--- config.mk ---
export PLATFORM = sky130hd
export DESIGN_NAME = nvmuc_top
export DESIGN_NICKNAME = d
export VERILOG_FILES = /design/src/nvmuc_pkg.sv /design/src/nvmuc_mem_if.sv /design/src/nvmuc_mem.sv /design/src/nvmuc_top.sv
export VERILOG_INCLUDE_DIRS = /design/src
export SDC_FILE = /design/constraint.sdc
export NUM_CORES = 2
export LEC_CHECK = 0
export ABC_AREA = 0
export BUFFER_PORTS_ARGS = -buffer_cell sky130_fd_sc_hd__buf_2
export CAP_MARGIN = 20
export CELL_PAD_IN_SITES_DETAIL_PLACEMENT = 2
export CELL_PAD_IN_SITES_GLOBAL_PLACEMENT = 2
export CORE_ASPECT_RATIO = 1.1
export CORE_MARGIN = 1
export CORE_UTILIZATION = 50
export CTS_CLUSTER_SIZE = 10
export DETAILED_ROUTE_END_ITERATION = 12
export PLACE_DENSITY = 0.84
export SLEW_MARGIN = 30
export SYNTH_ARGS = -nofsm -noshare
export SYNTH_HDL_FRONTEND = slang
export SYNTH_SLANG_ARGS = --single-unit
--- constraint.sdc ---
create_clock -name ref_clk_i -period 5.1 [get_ports ref_clk_i]
set_clock_uncertainty 0.15 [all_clocks]
set_input_delay 0.255 -clock ref_clk_i [delete_from_list [all_inputs] [get_ports ref_clk_i]]
set_output_delay 0.255 -clock ref_clk_i [all_outputs]
set_load 0.02 [all_outputs]
--- src/nvmuc_consts.svh ---
// register offsets, field positions, reset values and timing counts for the nvm unlock and control block
`ifndef NVMUC_CONSTS_SVH
`define NVMUC_CONSTS_SVH

// ==========================================================================
// register byte offsets on the apb bus
`define NVMUC_OFF_CONTROL   12'h000
`define NVMUC_OFF_KEY       12'h004
`define NVMUC_OFF_ADDR_LO   12'h008
`define NVMUC_OFF_ADDR_HI   12'h00c
`define NVMUC_OFF_DATA_LO   12'h010
`define NVMUC_OFF_DATA_HI   12'h014
`define NVMUC_OFF_IRQ_STAT  12'h018
`define NVMUC_OFF_IRQ_CLR   12'h01c
`define NVMUC_OFF_IRQ_EN    12'h020

// ==========================================================================
// control register bit positions
`define NVMUC_CTL_RD        0
`define NVMUC_CTL_WR        1

// ==========================================================================
// unlock pattern, reset values and read-back fill and mask
`define NVMUC_KEY_FIRST     8'h55
`define NVMUC_KEY_SECOND    8'haa
`define NVMUC_KEY_RST       8'h00
`define NVMUC_ADDR_HI_FILL  8'h80
`define NVMUC_DATA_HI_MASK  8'h3f

// ==========================================================================
// timing: window from second key write to write start, in ns
`define NVMUC_UNLOCK_WIN_NS 200
`define NVMUC_CLK_PERIOD_NS 10
`define NVMUC_UNLOCK_WIN_CYC (`NVMUC_UNLOCK_WIN_NS / `NVMUC_CLK_PERIOD_NS)

// ==========================================================================
// interrupt status bit positions
`define NVMUC_IRQ_RD_DONE   0
`define NVMUC_IRQ_WR_START  1
`define NVMUC_IRQ_WR_REJECT 2
`define NVMUC_IRQ_BITS      3

`endif

--- src/nvmuc_pkg.sv ---
// types shared by the nvm unlock and control block
package nvmuc_pkg;

  // ==========================================================================
  // unlock sequence states
  typedef enum logic [1:0] {
    NVMUC_LOCKED,
    NVMUC_HALF,
    NVMUC_ARMED
  } nvmuc_unlock_t;

endpackage

--- src/nvmuc_mem_if.sv ---
// memory port bundle between the control block and its memory
`timescale 1ns/1ps
interface nvmuc_mem_if #(
  parameter int AW = 15,
  parameter int DW = 14
);
  logic          rd_en;
  logic          wr_en;
  logic [AW-1:0] addr;
  logic [DW-1:0] wdata;
  logic [DW-1:0] rdata;

  modport ctrl (output rd_en, output wr_en, output addr, output wdata, input rdata);
  modport mem  (input rd_en, input wr_en, input addr, input wdata, output rdata);
endinterface

--- src/nvmuc_mem.sv ---
// small memory model standing in for the nonvolatile array
`timescale 1ns/1ps
module nvmuc_mem #(
  parameter int AW    = 15,
  parameter int DW    = 14,
  parameter int DEPTH = 256
) (
  // clock
  input wire logic   clk_i,
  // memory port
  nvmuc_mem_if.mem   mp
);
  localparam int IW = $clog2(DEPTH);

  logic [DW-1:0] store [DEPTH];
  logic [DW-1:0] rdata_q;

  // ==========================================================================
  // read data come out of a register; writes only after a granted start
  always_ff @(posedge clk_i) begin
    if (mp.wr_en) begin
      store[mp.addr[IW-1:0]] <= mp.wdata;
    end
    if (mp.rd_en) begin
      rdata_q <= store[mp.addr[IW-1:0]];
    end
  end

  assign mp.rdata = rdata_q;
endmodule

--- src/nvmuc_top.sv ---
// apb register front end with unlock key check for the nonvolatile memory
//
// The implementer's own choices: the register offsets and the APB interface to the registers.
`timescale 1ns/1ps
`include "nvmuc_consts.svh"
module nvmuc_top import nvmuc_pkg::*; #(
  parameter int DEPTH   = 256,
  parameter int WIN_CYC = `NVMUC_UNLOCK_WIN_CYC
) (
  // clock and reset
  input  wire logic        ref_clk_i,
  input  wire logic        nrst_i,
  // apb slave
  input  wire logic        psel_i,
  input  wire logic        penable_i,
  input  wire logic        pwrite_i,
  input  wire logic [11:0] paddr_i,
  input  wire logic [31:0] pwdata_i,
  input  wire logic [3:0]  pstrb_i,
  output logic             pready_o,
  output logic [31:0]      prdata_o,
  output logic             pslverr_o,
  // interrupt
  output logic             irq_o
);
  // ==========================================================================
  // reset synchroniser
  logic rst_meta;
  logic rst_n;

  always_ff @(posedge ref_clk_i or negedge nrst_i) begin
    if (!nrst_i) begin
      rst_meta <= 1'b0;
      rst_n    <= 1'b0;
    end else begin
      rst_meta <= 1'b1;
      rst_n    <= rst_meta;
    end
  end

  // ==========================================================================
  // apb decode; one wait state so every answer leaves a flip-flop
  logic       acc;
  logic       wr_acc;
  logic       rd_acc;
  logic       mapped;
  logic [7:0] wbyte;

  assign acc    = psel_i && penable_i && !pready_o;
  assign wr_acc = acc && pwrite_i;
  assign rd_acc = acc && !pwrite_i;
  assign wbyte  = pstrb_i[0] ? pwdata_i[7:0] : 8'h00;

  always_comb begin
    case (paddr_i)
      `NVMUC_OFF_CONTROL, `NVMUC_OFF_KEY, `NVMUC_OFF_ADDR_LO, `NVMUC_OFF_ADDR_HI,
      `NVMUC_OFF_DATA_LO, `NVMUC_OFF_DATA_HI, `NVMUC_OFF_IRQ_STAT, `NVMUC_OFF_IRQ_CLR,
      `NVMUC_OFF_IRQ_EN: mapped = 1'b1;
      default: mapped = 1'b0;
    endcase
  end

  logic wr_ctl;
  logic wr_key;
  logic wr_lane;

  assign wr_lane = wr_acc && mapped && pstrb_i[0];
  assign wr_ctl  = wr_lane && (paddr_i == `NVMUC_OFF_CONTROL);
  assign wr_key  = wr_lane && (paddr_i == `NVMUC_OFF_KEY);

  // ==========================================================================
  // address and data registers
  logic [7:0] addr_lo;
  logic [6:0] addr_hi;
  logic [7:0] data_lo;
  logic [5:0] data_hi;
  logic       rd_pend;

  nvmuc_mem_if #(.AW(15), .DW(14)) mif ();

  always_ff @(posedge ref_clk_i or negedge rst_n) begin
    if (!rst_n) begin
      addr_lo <= 8'h00;
      addr_hi <= 7'h00;
    end else if (wr_lane) begin
      if (paddr_i == `NVMUC_OFF_ADDR_LO) begin
        addr_lo <= wbyte;
      end
      if (paddr_i == `NVMUC_OFF_ADDR_HI) begin
        addr_hi <= wbyte[6:0];
      end
    end
  end

  // memory read result lands one cycle after the read strobe
  always_ff @(posedge ref_clk_i or negedge rst_n) begin
    if (!rst_n) begin
      data_lo <= 8'h00;
      data_hi <= 6'h00;
    end else if (rd_pend) begin
      data_lo <= mif.rdata[7:0];
      data_hi <= mif.rdata[13:8];
    end else if (wr_lane) begin
      if (paddr_i == `NVMUC_OFF_DATA_LO) begin
        data_lo <= wbyte;
      end
      if (paddr_i == `NVMUC_OFF_DATA_HI) begin
        data_hi <= wbyte[5:0];
      end
    end
  end

  // ==========================================================================
  // unlock detector; key bytes are compared, never kept
  nvmuc_unlock_t ulk;
  logic [7:0]    win_cnt;
  logic          unlocked;

  assign unlocked = (ulk == NVMUC_ARMED);

  always_ff @(posedge ref_clk_i or negedge rst_n) begin
    if (!rst_n) begin
      ulk     <= NVMUC_LOCKED;
      win_cnt <= 8'h00;
    end else if (wr_key) begin
      case (ulk)
        NVMUC_LOCKED: ulk <= (wbyte == `NVMUC_KEY_FIRST) ? NVMUC_HALF : NVMUC_LOCKED;
        NVMUC_HALF: begin
          ulk     <= (wbyte == `NVMUC_KEY_SECOND) ? NVMUC_ARMED :
                     (wbyte == `NVMUC_KEY_FIRST) ? NVMUC_HALF : NVMUC_LOCKED;
          win_cnt <= 8'(WIN_CYC);
        end
        default: ulk <= (wbyte == `NVMUC_KEY_FIRST) ? NVMUC_HALF : NVMUC_LOCKED;
      endcase
    end else if (wr_acc) begin
      // any other write breaks the sequence
      ulk <= NVMUC_LOCKED;
    end else if (unlocked) begin
      if (win_cnt == 8'h00) begin
        ulk <= NVMUC_LOCKED;
      end else begin
        win_cnt <= win_cnt - 8'h01;
      end
    end
  end

  // ==========================================================================
  // start bits: read start self-clears after one cycle
  logic ctl_rd;
  logic ctl_wr;
  logic wr_grant;
  logic wr_reject;
  logic rd_req;

  assign rd_req    = wr_ctl && wbyte[`NVMUC_CTL_RD];
  assign wr_grant  = wr_ctl && wbyte[`NVMUC_CTL_WR] && unlocked;
  assign wr_reject = wr_ctl && wbyte[`NVMUC_CTL_WR] && !unlocked;

  // set by software, cleared by hardware
  always_ff @(posedge ref_clk_i or negedge rst_n) begin
    if (!rst_n) begin
      ctl_rd  <= 1'b0;
      rd_pend <= 1'b0;
    end else begin
      ctl_rd  <= rd_req;
      rd_pend <= rd_req;
    end
  end

  // write start only shows for one cycle; no timing engine behind it
  always_ff @(posedge ref_clk_i or negedge rst_n) begin
    if (!rst_n) begin
      ctl_wr <= 1'b0;
    end else begin
      ctl_wr <= wr_grant;
    end
  end

  assign mif.wr_en = wr_grant;
  assign mif.rd_en = rd_req;
  assign mif.addr  = {addr_hi, addr_lo};
  assign mif.wdata = {data_hi, data_lo};

  nvmuc_mem #(.AW(15), .DW(14), .DEPTH(DEPTH)) u_mem (
    .clk_i (ref_clk_i),
    .mp    (mif.mem)
  );

  // ==========================================================================
  // interrupt status, enable and clear; set wins over clear
  logic [`NVMUC_IRQ_BITS-1:0] irq_stat;
  logic [`NVMUC_IRQ_BITS-1:0] irq_en;
  logic [`NVMUC_IRQ_BITS-1:0] irq_evt;
  logic [`NVMUC_IRQ_BITS-1:0] irq_clr;

  assign irq_evt = {wr_reject, wr_grant, rd_pend};
  assign irq_clr = (wr_lane && paddr_i == `NVMUC_OFF_IRQ_CLR) ? wbyte[`NVMUC_IRQ_BITS-1:0] : '0;

  always_ff @(posedge ref_clk_i or negedge rst_n) begin
    if (!rst_n) begin
      irq_stat <= '0;
      irq_en   <= '0;
      irq_o    <= 1'b0;
    end else begin
      irq_stat <= (irq_stat & ~irq_clr) | irq_evt;
      if (wr_lane && paddr_i == `NVMUC_OFF_IRQ_EN) begin
        irq_en <= wbyte[`NVMUC_IRQ_BITS-1:0];
      end
      irq_o <= |(((irq_stat & ~irq_clr) | irq_evt) & irq_en);
    end
  end

  // ==========================================================================
  // read mux
  logic [7:0] rmux;

  always_comb begin
    rmux = 8'h00;
    case (paddr_i)
      `NVMUC_OFF_CONTROL:  rmux = {6'h00, ctl_wr, ctl_rd};
      `NVMUC_OFF_ADDR_HI:  rmux = `NVMUC_ADDR_HI_FILL | {1'b0, addr_hi};
      `NVMUC_OFF_ADDR_LO:  rmux = addr_lo;
      `NVMUC_OFF_DATA_LO:  rmux = data_lo;
      `NVMUC_OFF_DATA_HI:  rmux = {2'b00, data_hi} & `NVMUC_DATA_HI_MASK;
      `NVMUC_OFF_IRQ_STAT: rmux = {5'h00, irq_stat};
      `NVMUC_OFF_IRQ_EN:   rmux = {5'h00, irq_en};
      default:             rmux = 8'h00;
    endcase
  end

  always_ff @(posedge ref_clk_i or negedge rst_n) begin
    if (!rst_n) begin
      pready_o  <= 1'b0;
      prdata_o  <= 32'h0000_0000;
      pslverr_o <= 1'b0;
    end else begin
      pready_o  <= acc;
      pslverr_o <= acc && !mapped;
      prdata_o  <= rd_acc ? {24'h00_0000, rmux} : 32'h0000_0000;
    end
  end

  // ==========================================================================
  // checks
  // armed age helper
  // counted apart from win_cnt so a wrong reload of the window shows up
  logic [8:0] armed_age;

  always_ff @(posedge ref_clk_i or negedge rst_n) begin
    if (!rst_n) begin
      armed_age <= 9'h000;
    end else if (!unlocked || wr_key) begin
      armed_age <= 9'h000;
    end else begin
      armed_age <= armed_age + 9'h001;
    end
  end
endmodule

==> results of run 1 <==
-- cell usage after synthesis (all sizes together) (4+ instances only) --
cell type / n
a221oi: 6
nor2b: 20
o32ai: 9
nor3: 27
a22o: 7
a22oi: 121
nand4: 7
a32oi: 4
nand2: 137
dfrtp: 60
and2: 13
mux2: 9
a31oi: 8
edfxtp: 3598
nand2b: 14
a211oi: 8
o21ai: 46
o22ai: 35
a311oi: 7
or2: 10
nor4bb: 6
nor2: 293
mux2i: 139
nor4: 24
xor2: 4
a21oi: 56
or3: 8
clkbuf: 150
o211ai: 8
mux4: 1003
inv: 11
buf: 223
a2111oi: 6
or4: 8
nand3: 31
-- metrics by stage --
stage	instance area (µm²)	cells	setup slack, ns	hold slack (ns)
global placement	149000	10100	0.477	-0.111
floorplan	141000	6187	0.946	-0.191
-- logic make-up after synthesis --
kind of cell | synth area share (%)
flops | 77.8
mux | 17.1
simple gates | 1.99
buf+inv | 1.44
compound gates | 1.66
xor+xnor | 0.0435
fa+ha+maj | 0.0178
other cells | 0.00533
==> metrics.txt, run 1 <==
outcome stopped before the end; stage reached detailed placement (3_5_place_dp); stop err [ERROR DPL-0033] detailed placement checks failed during check placement.; post-synthesis async set-or-reset flop share 1.64%; YS warnings 0; Syn Area/Cell 22.9 µm²; sequential area share after synthesis 77.8%; Synth Cell Area 0.141 mm²; Post-synth EDFFs roughly 3600; cell count after synthesis 6164; Top Ports roughly 90; gpl congestion 0.938; synth top area cells edfxtp_1 (77%), mux4_2 (16%), dfrtp_1 (1.1%), mux2i_1 (0.99%), nor2_1 (0.78%); share of the synthesized area in the top cell type 76.7%; largest area contributor in the netlist edfxtp_1; Rows 204; chip width 508 µm; chip height 559 µm; ys flop type edfxtp_1; Final HPWL DP roughly 420 mm; Initial Util between 50% and 60%; port bufs 36; Yosys reg bits around 3700; Distinct cells, synth 72
==> run 2, diff against run 1 <==
CELL_PAD_IN_SITES_DETAIL_PLACEMENT = default   (was 2)
CELL_PAD_IN_SITES_GLOBAL_PLACEMENT = default   (was 2)
CORE_ASPECT_RATIO = default   (was 1.1)
CORE_UTILIZATION = 35   (was 50)
CTS_CLUSTER_SIZE = default   (was 10)
PLACE_DENSITY = default   (was 0.84)
PLACE_DENSITY_LB_ADDON = 0.15   (was default)
==> run 2 against run 1 <==
  * The run now ends clean
  * Area after synthesis is the same
  * Synthesized cell count is the same
==> metrics.txt, run 2 <==
CTS Buffer Depth 4; post-CTS sizing 0; commonest non-fill, non-tap cell in the layout edfxtp_1; final wirelength approximately 430 mm; WS Path Type register to register; Data arrival, critical path between 5 and 6 ns; sequential area share after synthesis 77.8% (unchanged); clock-pin slew on the worst setup and hold paths 0.06 ns; top-count cell post-synth edfxtp_1; CTS tree yes; clock sinks around 3700; initial antenna violation count 29; fin worst setup slack 0.350 ns; Initial Util 35.2% (-15 points); Largest stage delay, worst path about 1.1 ns; layout cells sized above 1 a little under a third; register area 0.110 mm²; nets@finish 6959; Multi-input gate area 0.0296 mm²; first-pass GRT wire length 588 mm; clock root cell clkbuf_16; Rows 232 (+14%); Max Fclk around 210 MHz; WHS approximately 0.14 ns; vias per cell between 5 and 6; cell count after synthesis 6164 (unchanged); gpl congestion 0.857 (-8.6%); Vias 69300; Post-synth EDFFs 3598 (unchanged); YS warnings 0 (unchanged); most used cell, CP buf_4; Remaining Overflow, GRT 0; Critical Path Sink Type register; Skew-Pair Late Insertion Delay 0.97 ns; Final HPWL DP 267 mm (-36%); worst-path fanout max 19; chip width 636 µm (+25%); Yosys reg bits 3658 (unchanged); Syn Area/Cell 22.9 µm² (unchanged); crit-path cells buf_12 -> buf_4 -> mux4_2 -> a22oi_1 -> a21oi_1 -> buf_4 -> nor4_1 -> o22ai_1 -> or2_1; Max VDD drop 261 µV; CP startpoint addr_lo[0]; HP Class primary input to register; Core Box Area 0.400 mm²; final routed wire length divided by cell count 34.1 µm; ys flop type edfxtp_1; antenna-violating nets left 0; r2r startpoint addr_lo[0]; Num CTS Buffers about 400; synth top area cells edfxtp_1 (77%), mux4_2 (16%), dfrtp_1 (1.1%), mux2i_1 (0.99%), nor2_1 (0.78%); Least-Margin Pin Slew 1.09 ns; H-tree depth 5; pin count of the biggest net entering global routing slightly above 200; largest area contributor in the netlist edfxtp_1; fin. max-slew vios 0; headroom to the max-slew limit 27.1%; outcome complete, no violations; TNS Setup 0 ns; slowest CP cell dfrtp_4; minimum clock period 4.75 ns; fin area 0.165 mm²; Tot GR Track Use between 20% and 30%; pwr dens 370 mW/mm²; port bufs 36 (unchanged); synthesis-to-layout area growth 17.1%; Leak 36.5 nW; Synth Cell Area 0.141 mm² (unchanged); share of the synthesized area in the top cell type 76.7% (unchanged); max cap viols 0; Die Area between 0.4 and 0.5 mm²; Post-synth top cells edfxtp_1 (3598), mux4_2 (1003), nor2_1 (293); RSZ-0062 raised after global routing false; Distinct cells, synth 72 (unchanged); drt initial violations 8161; max FFs per register 3584; final worst-path cycle share between 90 and 100%; # fillers 34900; final setup vio count 0; Final Hold Fails 0; worst slack, placed 0.404 ns; vias in the first global route approximately 70000; residual DRC count 0; Placed Area 0.152 mm²; most frequent cells in the layout edfxtp_1 (3598), mux4_2 (1003), buf_4 (530), clkbuf_16 (399), nor2_1 (272); HP Start paddr_i[9]; DR pass1 iterations 8; required time worst endpoint 5.66 ns; chip height 636 µm (+14%); Top Ports 88 (unchanged); nature of the critical path startpoint register; post-synthesis async set-or-reset flop share 1.64% (unchanged)
==> run 2: cell counts after synthesis <==
No cell type changed its count.
==> run 2: metal layers <==
metal | vias to the layer above | GRT usage, % | wire length [µm]
met5 | - | 0 | 330
met4 | 4 | 5.88 | 12800
met3 | 509 | 3.59 | 29700
met2 | 2620 | 32.9 | 200000
met1 | 38400 | 29.8 | 184000
li1 | 27800 | - | -
==> run 2: stage by stage <==
step	cells	power (mW)	util, %
floorplan	6187	33.2	-
global placement	11700	33.2	37.9
detailed placement	11700	33.2	37.9
CTS	12500	61.7	41.2
global route	12500	62.7	41.2
finish	12500	61.1	41.2
==> run 2: power breakdown <==
| part | internal, mW | total [mW] | switching, mW |
|---|---|---|---|
| Clock | 16.5 | 28.5 | 12.0 |
| Combinational | 0.0332 | 0.0939 | 0.0607 |
| Sequential | 32.5 | 32.5 | 0.00129 |
==> run 2: timing repair <==
action,CTS,global route
setup endpoints to repair,0,0
endpoints found under the hold margin,73,0
buffers inserted,0,0
hold buffers,51,0
==> run 2: cell type report <==
cell class / count / share of cell area [%]
Tap cell: 5265 / 3.99
Inverter: 12 / 0.0326
Clock inverter: 228 / 1.43
Sequential cell: 3658 / 66.5
Clock buffer: 501 / 6.32
Antenna cell: 14 / 0.0212
Timing Repair Buffer: 693 / 3.77
Multi-Input combinational cell: 2144 / 18.0
==> run 2: path summary, 6_finish.rpt <==
kind | cells past startpoint | to | slack (ns)
setup / recovery | 9 | u_mem.mp.rdata[1] | 0.35
hold / removal | 6 | data_hi[0] | 0.14
setup reg to reg | 9 | u_mem.mp.rdata[1] | 0.35
hold reg to reg | 0 | rst_n | 0.20
max in group asynchronous | 1 | data_lo[7] | 3.93
min in group asynchronous | 1 | win_cnt[5] | 0.26
==> run 2: critical path, delay by kind of cell (launching register included) <==
family / cells / cell delay (ns)
AOI/OAI and AO/OA: 3 / 0.93
buffers and inverters: 3 / 0.72
DFF: 1 / 1.05
muxes: 1 / 0.51
and+or+nand+nor: 2 / 1.08
==> run 2: cells by family (layout without fill, tap and decap cells) <==
kind of cell / after synthesis / after routing / share of synthesized area (%)
AOI/OAI and AO/OA: 341 / 341 / 1.66
buffers and inverters: 385 / 1434 / 1.44
other: 2 / 39 / 0.00533
xor gates and xnor gates: 7 / 7 / 0.0435
adders and majority gates: 2 / 2 / 0.0178
muxes: 1151 / 1151 / 17.1
and+or+nand+nor: 618 / 618 / 1.99
DFF: 3658 / 3658 / 77.8
No activity file was read; power rests on OpenSTA's default activity.
